## src/shared/msw_map.svh

```systemverilog
// msw_map.svh: offsets, fields, reset values and timing counts of the
// memory select switch block; included by the package, msw_debounce and msw_top
`ifndef MSW_MAP_SVH
`define MSW_MAP_SVH

// register byte offsets on the avalon slave
`define MSW_REG_CONFIG 4'h0
`define MSW_REG_DEBOUNCE 4'h4
`define MSW_REG_STATUS 4'h8

// config field positions
`define MSW_CFG_MODE_LO 0
`define MSW_CFG_MODE_HI 1
`define MSW_CFG_PULL_UP 2
`define MSW_CFG_VALID_LO 3
`define MSW_CFG_VALID_HI 6
`define MSW_CFG_ROCK_LO 7
`define MSW_CFG_ROCK_HI 8
`define MSW_CFG_SHORT_VOL 9
`define MSW_CFG_THR_LO 10
`define MSW_CFG_THR_HI 12
`define MSW_CFG_IND_EN 13

// reset values
`define MSW_CONFIG_RST 32'h0000_2678
`define MSW_DEBOUNCE_RST 16'h0032

// memory codes
`define MSW_MEM_A 2'h0
`define MSW_MEM_B 2'h1
`define MSW_MEM_C 2'h2
`define MSW_MEM_D 2'h3

// timing: clock period, one millisecond tick, seconds to ms
`define MSW_CLK_NS 20
`define MSW_MS_NS 1000000
`define MSW_MS_CYCLES (`MSW_MS_NS / `MSW_CLK_NS)
`define MSW_MS_PER_S 13'd1000
`define MSW_THR_MIN_S 3'h1
`define MSW_THR_MAX_S 3'h5
`define MSW_SETTLE_CYCLES 3'h4

`endif

```

## src/shared/msw_pkg.sv

```systemverilog
// msw_pkg: types shared by the memory select switch block
// assumes msw_map.svh sits on the include path
package msw_pkg;
  `include "msw_map.svh"

  typedef logic [1:0] msw_mem_t;

  // select switch wiring modes
  typedef enum logic [1:0] {
    MSW_MOMENTARY = 2'h0,
    MSW_MOM_DONLY = 2'h1,
    MSW_STAT_DONLY = 2'h2,
    MSW_STAT_PLAIN = 2'h3
  } msw_ms_mode_e;

  // rocker modes
  typedef enum logic [1:0] {
    MSW_RK_OFF = 2'h0,
    MSW_RK_VOLUME = 2'h1,
    MSW_RK_MEMORY = 2'h2,
    MSW_RK_MIXED = 2'h3
  } msw_rk_mode_e;

  // select path states
  typedef enum logic [1:0] {
    MSW_SEL_NORMAL = 2'b01,
    MSW_SEL_OVERRIDE = 2'b10
  } msw_sel_state_e;

  // rocker closure states
  typedef enum logic [2:0] {
    MSW_RK_IDLE = 3'b001,
    MSW_RK_HELD = 3'b010,
    MSW_RK_DONE = 3'b100
  } msw_rk_state_e;

  // switch levels, lsb first: select one, select two, volume up, volume down
  typedef struct packed {
    logic volume_down_input;
    logic volume_up_input;
    logic select_input_two;
    logic select_input_one;
  } msw_sw_s;

  // one-cycle step requests from the rocker
  typedef struct packed {
    logic vol_up;
    logic vol_dn;
    logic mem_up;
    logic mem_dn;
  } msw_step_s;

  // rocker settings
  typedef struct packed {
    msw_rk_mode_e mode;
    logic short_is_vol;
    logic [12:0] thr_ms;
  } msw_rk_cfg_s;
endpackage

```

## src/verilog/msw_debounce.sv

```systemverilog
// msw_debounce: two-flop synchroniser and debouncer for the four switches
// assumes a one-cycle millisecond tick and a period in milliseconds
`include "msw_map.svh"

module msw_debounce (
  // clock and reset
  input wire logic sys_clk_i,
  input wire logic rst_n_i,
  // raw switches and timing
  input wire msw_pkg::msw_sw_s sw_raw_i,
  input wire logic tick_i,
  input wire logic [15:0] period_i,
  // debounced levels
  output msw_pkg::msw_sw_s sw_o,
  output logic ready_o
);
  import msw_pkg::*;

  logic [3:0] meta_q;
  logic [3:0] sync_q;
  logic [3:0] stable_q;
  logic [3:0] stable_d;
  logic [2:0] settle_q;
  logic [2:0] settle_d;
  logic ready;

  // synchroniser flops and settle counter
  always_ff @(posedge sys_clk_i or negedge rst_n_i) begin
    if (!rst_n_i) begin
      meta_q <= 4'h0;
      sync_q <= 4'h0;
      settle_q <= 3'h0;
    end else begin
      meta_q <= sw_raw_i;
      sync_q <= meta_q;
      settle_q <= settle_d;
    end
  end

  // outputs copy the synchroniser, ready low, until it has filled
  always_comb begin
    settle_d = settle_q;
    if (settle_q != `MSW_SETTLE_CYCLES) begin
      settle_d = settle_q + 3'h1;
    end
  end
  assign ready = (settle_q == `MSW_SETTLE_CYCLES);

  genvar g;
  generate
    for (g = 0; g < 4; g++) begin : g_bit
      logic [15:0] cnt_q;
      logic [15:0] cnt_d;
      // debounce each input
      always_comb begin
        cnt_d = 16'h0;
        stable_d[g] = stable_q[g];
        if (!ready) begin
          stable_d[g] = sync_q[g];
        end else if (sync_q[g] != stable_q[g] && tick_i) begin
          if (cnt_q + 16'h1 >= period_i) begin
            stable_d[g] = sync_q[g];
          end else begin
            cnt_d = cnt_q + 16'h1;
          end
        end else if (sync_q[g] != stable_q[g]) begin
          cnt_d = cnt_q;
        end
      end
      always_ff @(posedge sys_clk_i or negedge rst_n_i) begin
        if (!rst_n_i) begin
          cnt_q <= 16'h0;
          stable_q[g] <= 1'b0;
        end else begin
          cnt_q <= cnt_d;
          stable_q[g] <= stable_d[g];
        end
      end
    end
  endgenerate

  assign sw_o = stable_q;
  assign ready_o = ready;
endmodule // msw_debounce

```

## src/verilog/msw_rocker.sv

```systemverilog
// msw_rocker: classifies rocker closures into volume and memory steps
// assumes debounced closure levels, high while closed
module msw_rocker (
  // clock and reset
  input wire logic sys_clk_i,
  input wire logic rst_n_i,
  // switch levels and timing
  input wire logic up_i,
  input wire logic dn_i,
  input wire logic tick_i,
  input wire logic ready_i,
  input wire msw_pkg::msw_rk_cfg_s cfg_i,
  // step requests
  output msw_pkg::msw_step_s step_o
);
  import msw_pkg::*;

  msw_rk_state_e state_q;
  msw_rk_state_e state_d;
  logic dir_q;
  logic dir_d;
  logic [12:0] cnt_q;
  logic [12:0] cnt_d;
  msw_step_s step_q;
  msw_step_s step_d;
  msw_step_s vol_act;
  msw_step_s mem_act;
  logic btn;
  logic long_hit;

  assign btn = dir_q ? up_i : dn_i;
  assign vol_act = {dir_q, !dir_q, 2'b00};
  assign mem_act = {2'b00, dir_q, !dir_q};
  // long once held for the threshold
  assign long_hit = (cfg_i.mode == MSW_RK_MIXED) && (cnt_q >= cfg_i.thr_ms);

  // closure tracking and step decision
  always_comb begin
    state_d = state_q;
    dir_d = dir_q;
    cnt_d = cnt_q;
    step_d = '0;
    case (state_q)
      MSW_RK_IDLE: begin
        if (ready_i && cfg_i.mode != MSW_RK_OFF && (up_i || dn_i)) begin
          state_d = MSW_RK_HELD;
          dir_d = up_i;
          cnt_d = 13'h0;
        end
      end
      MSW_RK_HELD: begin
        if (tick_i && cnt_q != 13'h1fff) begin
          cnt_d = cnt_q + 13'h1;
        end
        if (!btn) begin
          state_d = MSW_RK_IDLE;
          // act on release
          case (cfg_i.mode)
            MSW_RK_VOLUME: step_d = vol_act;
            MSW_RK_MEMORY: step_d = mem_act;
            // short action chosen by setting
            MSW_RK_MIXED: step_d = cfg_i.short_is_vol ? vol_act : mem_act;
            default: step_d = '0;
          endcase
        end else if (long_hit) begin
          // long action fires while held
          state_d = MSW_RK_DONE;
          step_d = cfg_i.short_is_vol ? mem_act : vol_act;
        end
      end
      MSW_RK_DONE: begin
        if (!btn) begin
          state_d = MSW_RK_IDLE;
        end
      end
      default: state_d = MSW_RK_IDLE;
    endcase
  end

  // rocker registers
  always_ff @(posedge sys_clk_i or negedge rst_n_i) begin
    if (!rst_n_i) begin
      state_q <= MSW_RK_IDLE;
      dir_q <= 1'b0;
      cnt_q <= 13'h0;
      step_q <= '0;
    end else begin
      state_q <= state_d;
      dir_q <= dir_d;
      cnt_q <= cnt_d;
      step_q <= step_d;
    end
  end
  assign step_o = step_q;
endmodule // msw_rocker

```

## src/verilog/msw_top.sv

```systemverilog
// msw_top: memory select and rocker switch logic with an avalon slave
// assumes switch inputs asynchronous to sys_clk_i, avalon master on that clock
//
// Design decisions made here: the placing of the registers and register access over Avalon-MM.
`include "msw_map.svh"

// Overview of operation
// pull-down override high forces memory D
// otherwise start A, cycle, never D
// release restores memory active before override
// pull-up inverts override sense
// cycle sequences depend on valid memory count
// static override mode uses three memories
// pull-down static: 00 A, 10 B, x1 D
// pull-up static: 01 A, 11 B, x0 D
// plain static: 00 A, 10 B, 01 C, 11 D
// start at decoded memory, invalid gives A
// static modes follow switches continuously
// rocker modes: volume, memory or mixed
// rocker up/down step memory number
// mixed mode long threshold 1 to 5 s
// setting picks what short closures do
// long memory step fires while still held
// plain rocker modes act on release
// last valid memory wraps to A
// every change requests fade and indicator
// up raises gain, down lowers gain
// leave D only after full debounce
// inputs synchronized and debounced first
// rocker steps skip invalid, stop at ends
module msw_top #(
  parameter int TICK_CYCLES = `MSW_MS_CYCLES
) (
  // clock and reset
  input wire logic sys_clk_i,
  input wire logic rst_n_i,
  // switch pins
  input wire logic select_input_one_i,
  input wire logic select_input_two_i,
  input wire logic volume_up_input_i,
  input wire logic volume_down_input_i,
  // avalon-mm slave
  input wire logic [3:0] avs_address_i,
  input wire logic avs_read_i,
  input wire logic avs_write_i,
  input wire logic [31:0] avs_writedata_i,
  output logic [31:0] avs_readdata_o,
  output logic avs_waitrequest_o,
  // audio path requests
  output msw_pkg::msw_mem_t memory_choice_o,
  output logic fade_req_o,
  output logic indicator_req_o,
  output logic gain_up_o,
  output logic gain_down_o
);
  import msw_pkg::*;

  // reset release synchroniser
  logic rst_meta_q;
  logic rst_n;
  always_ff @(posedge sys_clk_i or negedge rst_n_i) begin
    if (!rst_n_i) begin
      rst_meta_q <= 1'b0;
      rst_n <= 1'b0;
    end else begin
      rst_meta_q <= 1'b1;
      rst_n <= rst_meta_q;
    end
  end

  // millisecond tick
  logic [15:0] tick_cnt_q;
  logic [15:0] tick_cnt_d;
  logic tick;
  assign tick = (tick_cnt_q == 16'(TICK_CYCLES - 1));
  always_comb begin
    tick_cnt_d = tick ? 16'h0 : tick_cnt_q + 16'h1;
  end
  always_ff @(posedge sys_clk_i or negedge rst_n) begin
    if (!rst_n) begin
      tick_cnt_q <= 16'h0;
    end else begin
      tick_cnt_q <= tick_cnt_d;
    end
  end

  // register bus: one wait cycle, answer on the second
  logic ack_q;
  logic ack_d;
  logic [31:0] cfg_q;
  logic [31:0] cfg_d;
  logic [15:0] deb_q;
  logic [15:0] deb_d;
  logic [31:0] rdata_q;
  logic [31:0] rdata_d;
  logic [31:0] status;
  logic req;

  assign req = avs_read_i || avs_write_i;
  assign avs_waitrequest_o = req && !ack_q;
  assign avs_readdata_o = rdata_q;

  // bus next values
  always_comb begin
    ack_d = req && !ack_q;
    cfg_d = cfg_q;
    deb_d = deb_q;
    rdata_d = rdata_q;
    if (avs_write_i && ack_q) begin
      case (avs_address_i)
        `MSW_REG_CONFIG: cfg_d = avs_writedata_i;
        `MSW_REG_DEBOUNCE: deb_d = avs_writedata_i[15:0];
        default: cfg_d = cfg_q;
      endcase
    end
    if (avs_read_i && !ack_q) begin
      case (avs_address_i)
        `MSW_REG_CONFIG: rdata_d = cfg_q;
        `MSW_REG_DEBOUNCE: rdata_d = {16'h0, deb_q};
        `MSW_REG_STATUS: rdata_d = status;
        default: rdata_d = 32'h0;
      endcase
    end
  end

  // bus registers
  always_ff @(posedge sys_clk_i or negedge rst_n) begin
    if (!rst_n) begin
      ack_q <= 1'b0;
      cfg_q <= `MSW_CONFIG_RST;
      deb_q <= `MSW_DEBOUNCE_RST;
      rdata_q <= 32'h0;
    end else begin
      ack_q <= ack_d;
      cfg_q <= cfg_d;
      deb_q <= deb_d;
      rdata_q <= rdata_d;
    end
  end

  // config fields
  msw_ms_mode_e mode;
  logic pull_up;
  logic [3:0] valid;
  logic ind_en;
  logic [2:0] thr_raw;
  logic [2:0] thr_s;
  msw_rk_cfg_s rk_cfg;
  assign mode = msw_ms_mode_e'(cfg_q[`MSW_CFG_MODE_HI:`MSW_CFG_MODE_LO]);
  assign pull_up = cfg_q[`MSW_CFG_PULL_UP];
  assign valid = cfg_q[`MSW_CFG_VALID_HI:`MSW_CFG_VALID_LO];
  assign ind_en = cfg_q[`MSW_CFG_IND_EN];
  assign thr_raw = cfg_q[`MSW_CFG_THR_HI:`MSW_CFG_THR_LO];
  // clamp threshold to 1..5 s, held in ms
  assign thr_s = (thr_raw < `MSW_THR_MIN_S) ? `MSW_THR_MIN_S :
                 (thr_raw > `MSW_THR_MAX_S) ? `MSW_THR_MAX_S : thr_raw;
  // one rocker mode at a time
  assign rk_cfg.mode = msw_rk_mode_e'(cfg_q[`MSW_CFG_ROCK_HI:`MSW_CFG_ROCK_LO]);
  assign rk_cfg.short_is_vol = cfg_q[`MSW_CFG_SHORT_VOL];
  assign rk_cfg.thr_ms = 13'({10'h0, thr_s} * `MSW_MS_PER_S);

  // debounce ahead of all decoding
  msw_sw_s sw;
  logic ready;
  msw_debounce u_debounce (
    .sys_clk_i(sys_clk_i),
    .rst_n_i(rst_n),
    .sw_raw_i({volume_down_input_i, volume_up_input_i,
               select_input_two_i, select_input_one_i}),
    .tick_i(tick),
    .period_i(deb_q),
    .sw_o(sw),
    .ready_o(ready)
  );

  // rocker on the volume inputs
  msw_step_s step;
  msw_rocker u_rocker (
    .sys_clk_i(sys_clk_i),
    .rst_n_i(rst_n),
    .up_i(sw.volume_up_input),
    .dn_i(sw.volume_down_input),
    .tick_i(tick),
    .ready_i(ready),
    .cfg_i(rk_cfg),
    .step_o(step)
  );

  // next valid memory above, wrapping to A
  function automatic msw_mem_t next_wrap(msw_mem_t cur, logic [3:0] ok);
    msw_mem_t nxt;
    nxt = `MSW_MEM_A;
    for (int i = 3; i >= 1; i--) begin
      if (2'(i) > cur && ok[i]) begin
        nxt = 2'(i);
      end
    end
    return nxt;
  endfunction

  // next valid memory in a direction, else unchanged
  function automatic msw_mem_t step_dir(msw_mem_t cur, logic [3:0] ok, logic up);
    msw_mem_t nxt;
    nxt = cur;
    for (int i = 3; i >= 0; i--) begin
      if (up && 2'(i) > cur && ok[i]) begin
        nxt = 2'(i);
      end
    end
    for (int i = 0; i <= 3; i++) begin
      if (!up && 2'(i) < cur && ok[i]) begin
        nxt = 2'(i);
      end
    end
    return nxt;
  endfunction

  // polarity sets the active override level
  logic s1_act;
  logic s2_act;
  logic s1_press;
  logic s1_prev_q;
  assign s1_act = pull_up ? !sw.select_input_one : sw.select_input_one;
  assign s2_act = pull_up ? !sw.select_input_two : sw.select_input_two;
  assign s1_press = ready && s1_act && !s1_prev_q;

  // memory selection state
  msw_sel_state_e sel_q;
  msw_sel_state_e sel_d;
  msw_mem_t mem_q;
  msw_mem_t mem_d;
  msw_mem_t saved_q;
  msw_mem_t saved_d;
  msw_mem_t stat_idx;
  logic [3:0] cyc_ok;
  logic rk_move;

  assign rk_move = step.mem_up || step.mem_dn;
  // three-memory limit drops D from cycling
  assign cyc_ok = (mode == MSW_MOM_DONLY) ? (valid & 4'h7) : valid;

  // static decode
  always_comb begin
    if (mode == MSW_STAT_PLAIN) begin
      stat_idx = {sw.select_input_two, sw.select_input_one};
    end else if (s2_act) begin
      stat_idx = `MSW_MEM_D;
    end else begin
      stat_idx = sw.select_input_one ? `MSW_MEM_B : `MSW_MEM_A;
    end
  end

  // memory next-state logic
  always_comb begin
    sel_d = MSW_SEL_NORMAL;
    mem_d = mem_q;
    saved_d = saved_q;
    if (ready) begin
      case (mode)
        MSW_MOMENTARY: begin
          // wrap after the last valid memory
          if (s1_press) begin
            mem_d = next_wrap(mem_q, cyc_ok);
          end else if (rk_move) begin
            // rocker step over valid memories
            mem_d = step_dir(mem_q, cyc_ok, step.mem_up);
          end
        end
        MSW_MOM_DONLY: begin
          case (sel_q)
            MSW_SEL_NORMAL: begin
              if (s2_act) begin
                // override forces D, first input ignored
                sel_d = MSW_SEL_OVERRIDE;
                saved_d = mem_q;
                mem_d = `MSW_MEM_D;
              end else if (s1_press) begin
                // cycle without D
                mem_d = next_wrap(mem_q, cyc_ok);
              end else if (rk_move) begin
                mem_d = step_dir(mem_q, cyc_ok, step.mem_up);
              end
            end
            MSW_SEL_OVERRIDE: begin
              // s2 level is debounced before leaving D
              if (s2_act) begin
                sel_d = MSW_SEL_OVERRIDE;
                mem_d = `MSW_MEM_D;
              end else begin
                // reload the memory from before the jump
                mem_d = saved_q;
              end
            end
            default: sel_d = MSW_SEL_NORMAL;
          endcase
        end
        default: begin
          // follow switches, invalid gives A
          sel_d = (mode == MSW_STAT_DONLY && s2_act) ? MSW_SEL_OVERRIDE :
                  MSW_SEL_NORMAL;
          mem_d = valid[stat_idx] ? stat_idx : `MSW_MEM_A;
        end
      endcase
    end
  end

  // selection registers and audio requests
  always_ff @(posedge sys_clk_i or negedge rst_n) begin
    if (!rst_n) begin
      sel_q <= MSW_SEL_NORMAL;
      mem_q <= `MSW_MEM_A;
      saved_q <= `MSW_MEM_A;
      s1_prev_q <= 1'b0;
      fade_req_o <= 1'b0;
      indicator_req_o <= 1'b0;
      gain_up_o <= 1'b0;
      gain_down_o <= 1'b0;
    end else begin
      sel_q <= sel_d;
      mem_q <= mem_d;
      saved_q <= saved_d;
      s1_prev_q <= ready && s1_act;
      // fade and indicator on every change
      fade_req_o <= (mem_d != mem_q);
      indicator_req_o <= (mem_d != mem_q) && ind_en;
      // volume steps to the gain stage
      gain_up_o <= step.vol_up;
      gain_down_o <= step.vol_dn;
    end
  end

  assign memory_choice_o = mem_q;
  assign status = {23'h0, ready, sw, 1'b0, sel_q == MSW_SEL_OVERRIDE, mem_q};
endmodule // msw_top
```

## config.mk

```make
export PLATFORM = sky130hd
export DESIGN_NAME = msw_top
export DESIGN_NICKNAME = d
export VERILOG_FILES = /design/src/shared/msw_pkg.sv /design/src/verilog/msw_debounce.sv /design/src/verilog/msw_rocker.sv /design/src/verilog/msw_top.sv
export VERILOG_INCLUDE_DIRS = /design/src /design/src/shared
export SDC_FILE = /design/constraint.sdc
export NUM_CORES = 1
export LEC_CHECK = 0
export ABC_AREA = 1
export BUFFER_PORTS_ARGS = -buffer_cell sky130_fd_sc_hd__clkbuf_2
export CAP_MARGIN = 10
export CELL_PAD_IN_SITES_DETAIL_PLACEMENT = 0
export CELL_PAD_IN_SITES_GLOBAL_PLACEMENT = 1
export CORE_UTILIZATION = 34
export CTS_CLUSTER_DIAMETER = 200
export DETAILED_ROUTE_END_ITERATION = 10
export MAX_ROUTING_LAYER = met4
export PLACE_DENSITY_LB_ADDON = 0.1
export REMOVE_ABC_BUFFERS = 1
export SYNTH_ARGS = -nofsm -noshare
export SYNTH_HDL_FRONTEND = slang
export SYNTH_SLANG_ARGS = --single-unit
```

## constraint.sdc

```tcl
create_clock -name sys_clk_i -period 5.65 [get_ports sys_clk_i]
set_input_delay 1.13 -clock sys_clk_i [delete_from_list [all_inputs] [get_ports sys_clk_i]]
set_output_delay 1.13 -clock sys_clk_i [all_outputs]
set_load 0.005 [all_outputs]
```

# == Word-level counts from Yosys, hierarchy flattened ==
# Cells that the tools add are included.
# classes
add_sub_neg,7
mul,1
order_cmp,16
n_eq_ne,38
muxes,79
reduce_logical,58
# ops
op,n
$mux W16,17
$pmux W32 S3,1
$add A16 B1 Y16 const B,5
$ge A16 B16 Y1,4
$mux W2,23
$logic_and A1 B1 Y1,34
$mux W13,2
$pmux W13 S2,1
$mux W4,6
$ne A2 B1 Y1 const B,10
$mux W3,6
$ne A3 B3 Y1 const B,6
$mux W1,17
$eq A16 B16 Y1 const B,1
$reduce_and A2 Y1,7
$add A13 B1 Y13 const B,1
$ge A13 B13 Y1,1
$ne A13 B13 Y1 const B,1
$pmux W2 S2,3
$pmux W4 S3,1
$eq A2 B2 Y1 const B,5
$mul A3 B7 Y10 const B,1
$pmux W3 S3,1
$eq A2 B1 Y1 const B,3
other kinds (25),42
# word_totals
ff_bits,210
wordCells,232

# == Depth between registers and ports, before layout ==
# logic_depth
word_depth,19
depth_mapped,24
ltp_nobuf,23

# == Modules after synthesis ==
# From an unflattened synthesis, not the netlist that was laid out.
# unflattened
hier_cells,1707
area_unflattened_um2,13237.7
# modules_own_cells
module,instances,cells_each,area_per_inst_um2
msw_debounce,1,841,6247.2
msw_top,1,619,5300.1
msw_rocker,1,247,1690.4

# == Least setup slack after synthesis ==
# No wires, ideal clock.
# synth_timing
path_kind,flip-flop to flip-flop
from,"reg, netlist name cfg_q[10]"
to,reg u_rocker.cnt_q[3]
setup_ns,0.125
t_arrival_ns,3.757
required_time_ns,5.525
path_slack_ns,1.768
stages_incl_launch_ff,21
n_path_buf,1
synth_period_minus_slack_ns,3.882
path_cell_list,dfstp_2 nor2_1 nand2_1 inv_1 fa_1 inv_1 fa_1 fa_1 xnor2_1 ha_1 nand2_1 nor2_1 o211ai_1 nand4_1 nand2_1 nor2_1 o21a_1 nand2_2 buf_4 o31ai_1 nor2_1
# synth_lines
item,line,source
"end signal, assigned",msw_rocker.sv:90,cnt_q <= cnt_d;
"end, declared",msw_rocker.sv:22,logic [12:0] cnt_q;

==> flow_metrics.py <==
metrics = {
    "synth": {
        "synth_area_per_cell_um2": 8.396,
        "synth_top_cell_area_share_pct": 39.72,
        "top_cells_by_area_in_the_synthesized_netlist": "sky130_fd_sc_hd__dfrtp_1, sky130_fd_sc_hd__nand2_1, sky130_fd_sc_hd__ha_1",
        "postSynthRegisterBits": 210,
        "synth_edf_count": 0,
        "synth-main-ff-cell": "sky130_fd_sc_hd__dfrtp_1",
        "yosysWarnings": 0,
        "seq_area_frac_synth_pct": 42.24,
        "synth_async_sr_flop_share_pct": 100.0,
        "synth_top_cell_by_area": "sky130_fd_sc_hd__dfrtp_1",
        "syn_area_mm2": 0.01248,
        "synthCells": 1486,
        "synthDistinctLibCells": 54,
    },
    "power_and_ir_drop": {
        "power.static_leakage_nw": 7.168,
        "p_per_area_mw_per_mm2": 326.6,
        "fin_total_pwr_w": 0.004681,
        "vdd_ir_drop_max_mv": 0.2535,
    },
    "timing": {
        "tightest_slew_margin_relative_to_the_limit_pct": 29.96,
        "clock-skew-final_ns": 0.01376,
        "layout_setup_ws_ns": 1.119,
        "report.final.slew_viol_count": 0,
        "report.final.hold_viol_count": 0,
        "timing.final.crit_share_pct": 80.20,
        "timing.final.setup_violations": 0,
        "post_layout_minimum_cycle_time_ns": 4.531,
        "fin_hold_ws_ns": 0.3347,
        "achievable-frequency_ghz": 0.2207,
        "max_slew.worst_pin.slew_ns": 1.047,
        "rsz0062_at_grt": "false",
    },
    "setup_path": {
        "cp.buffers_inverters": 2,
        "startpoint": "cfg_q[12]",
        "critical_path_required_ns": 6.12,
        "worstPathMaxFanout": 17,
        "worstSetupEndpoint": "u_rocker.cnt_q[12]",
        "worst_r2r_endpoint": "u_rocker.cnt_q[12]",
        "criticalPathCategory": "reg2reg",
        "data_arrival_critical_path_ns": 5.01,
        "timing.critical_path.max_delay_family": "adder cells",
        "critPathSlowestCell": "sky130_fd_sc_hd__dfrtp_1",
        "critical-path-max-stage-delay_ns": 0.56,
        "timing.critical_path.depth": 20,
        "worstReg2RegStart": "cfg_q[12]",
        "timing.critical_path.cells": "nand2_1 > nand2_1 > inv_1 > fa_1 > inv_1 > fa_1 > fa_1 > xnor2_1 > ha_1 > nand2_1 > nor2_1 > o211ai_1 > nand4_1 > nand2_1 > nor2_1 > o21a_1 > nand2_2 > nand2_4 > nand3_1 > a21boi_1",
        "path_common_cell": "sky130_fd_sc_hd__nand2_1",
        "worst-r2r-cell-count": 20,
        "setup.reg_to_reg.worst_slack_ns": 1.12,
        "endpoint_kind": "register",
        "kind_of_launch_point_of_the_worst_setup_path": "register",
    },
    "place": {
        "dp.final_hpwl_um": 23100,
        "port_buffer_count": 82,
        "placedInstanceArea_mm2": 0.01333,
        "place_congestion": 0.8123,
        "pre_cts_ws_ns": 1.083,
    },
    "clocking": {
        "clock_sink_count": 210,
        "cts-resized-gates": 0,
        "path_clk_slew_ns": 0.06,
        "cts_root_buffer": "sky130_fd_sc_hd__clkbuf_16",
        "cts_hold_buffers": 0,
        "postCtsSetupBuffers": 0,
        "cts.path.max_buffers": 3,
        "htree_num_levels": 1,
        "clock_insertion_delay_worst_skew_ns": 0.55,
        "numCtsBuffers": 27,
        "cts_tree": "yes",
    },
    "floorplan": {
        "die_y_um": 193.6,
        "placeableCoreArea_mm2": 0.03583,
        "io_pins": 83,
        "die_width_um": 193.6,
        "site_rows": 69,
        "floorplan.die_area_mm2": 0.03746,
        "initial_core_utilization_pct": 34.82,
    },
    "routing": {
        "wl_um": 31770,
        "drt-wirelength-per-cell_um": 15.50,
        "met3_length_um": 1045,
        "routed_via_density": 4.772,
        "met2_length_um": 14450,
        "drt-initial-drc-count": 411,
        "wl_met1_um": 15560,
        "drt_pre_antenna_iters": 5,
        "detail-route-antenna-nets": 0,
        "highest_metal_layer_with_signal_wires": "met4",
        "drcViolationCount": 0,
        "via_count": 9778,
    },
    "finish": {
        "leading_cell_types_in_the_layout_fill_and_taps_excluded": "sky130_fd_sc_hd__nand2_1, sky130_fd_sc_hd__inv_1, sky130_fd_sc_hd__dfrtp_1",
        "area.growth.synth_to_final_pct": 14.88,
        "antennaDiodeCount": 0,
        "layout-drive-gt1-share_pct": 15.49,
        "final_net_count": 1708,
        "final_area_mm2": 0.01433,
        "layout.cells.most_common": "sky130_fd_sc_hd__nand2_1",
    },
    "global_route": {
        "grt_remaining_overflow": 0,
        "number_of_global_route_vias_before_repair": 9853,
        "grt_start_max_net_pins": 93,
        "wire_length_of_the_first_global_routing_pass_um": 52680,
        "grt.total_usage_pct": 18.03,
        "grt_antenna_before_repair": 0,
    },
    "hold_path": {
        "hold_class": "reg2reg",
    },
    "outcome": {
        "status": "finished clean",
    },
    "job": {
        "number_of_maximum_capacitance_violations": 0,
    },
}
## through the flow
stage / setup TNS (ns) / utilization, % / cells
after global placement: 0 / 37.20 / 2000
after CTS: 0 / 40.00 / 2049
final: 0 / 40.00 / 2049
after floorplan: -120.41 / - / 1452
after detailed placement: 0 / 37.20 / 2000
after global routing: 0 / 40.00 / 2049
## per-layer routing
layer / global-route usage (%) / vias to the layer above
met3: 2.388 / 45
met4: 4.296 / 0
met2: 28.57 / 141
met5: - / -
li1: - / 5025
met1: 24.36 / 4567
## final cells by class
cell class	instances	area [µm²]
clock inverters	17	291.5
multi-input cells	974	6005
fillers	3674	21500
well taps	461	576.8
clock buffers	32	714.4
inverters	268	1011
flip-flops and latches	210	5274
repair buffers	87	460.4
## synth_stat cells (6+ instances only)
cell type,count
sky130_fd_sc_hd__a21oi_1,58
sky130_fd_sc_hd__buf_2,8
sky130_fd_sc_hd__clkbuf_1,17
sky130_fd_sc_hd__dfrtp_1,198
sky130_fd_sc_hd__dfstp_2,12
sky130_fd_sc_hd__ha_1,92
sky130_fd_sc_hd__inv_1,250
sky130_fd_sc_hd__inv_2,16
sky130_fd_sc_hd__mux2_2,11
sky130_fd_sc_hd__nand2_1,310
sky130_fd_sc_hd__nand3_1,82
sky130_fd_sc_hd__nand4_1,15
sky130_fd_sc_hd__nor2_1,72
sky130_fd_sc_hd__nor2_2,9
sky130_fd_sc_hd__nor3_1,28
sky130_fd_sc_hd__nor3_2,13
sky130_fd_sc_hd__nor4_1,7
sky130_fd_sc_hd__o21ai_0,80
sky130_fd_sc_hd__o21ai_1,8
sky130_fd_sc_hd__o22ai_1,42
sky130_fd_sc_hd__o22ai_2,26
sky130_fd_sc_hd__or2_2,7
sky130_fd_sc_hd__xnor2_1,6
sky130_fd_sc_hd__xor2_1,49
## cell families after synthesis
group | share of synthesized area (%)
other cells | 0.03006
flops | 42.24
compound gates | 12.22
mux | 1.675
fa+ha+maj | 9.869
simple gates | 20.39
xor+xnor | 3.861
buf+inv | 9.718
## where the power goes
part / switching, W / internal, W / total, W / leakage, nW
Clock: 0.000685 / 0.00126 / 0.00195 / 0.496
Combinational: 0.000626 / 0.000334 / 0.000959 / 3.89
Sequential: 0.000124 / 0.00165 / 0.00177 / 2.78
Total: 0.00144 / 0.00325 / 0.00468 / 7.17
## how the worst min path moves through the flow
stage                         start                    to  slack (ns)  depth (start not counted)
2_1_floorplan    u_rocker.step_o[2]           gain_down_o        0.33                          0
3_3_place_gp   u_debounce.meta_q[2]  u_debounce.sync_q[2]        0.33                          0
3_5_place_dp     u_rocker.step_o[2]           gain_down_o        0.33                          0
4_1_cts                     rst_n_i                 rst_n        0.32                          1
5_1_grt                     rst_n_i                 rst_n        0.34                          1
6_report       u_debounce.meta_q[3]  u_debounce.sync_q[3]        0.33                          0
## registers in the layout, summed over array words and instances, names as in the netlist, 2 cells and up
register	cells
tick_cnt_q	16
saved_q	2
u_debounce.settle_q	3
u_debounce.sw_o	4
deb_q	16
u_rocker.state_q	3
avs_readdata_o	32
memory_choice_o	2
cfg_q	32
u_rocker.step_o	4
u_debounce.sync_q	4
u_rocker.cnt_q	13
u_debounce.g_bit.cnt_q	64
sel_q	2
u_debounce.meta_q	4
(Power assumes the default switching activity.)
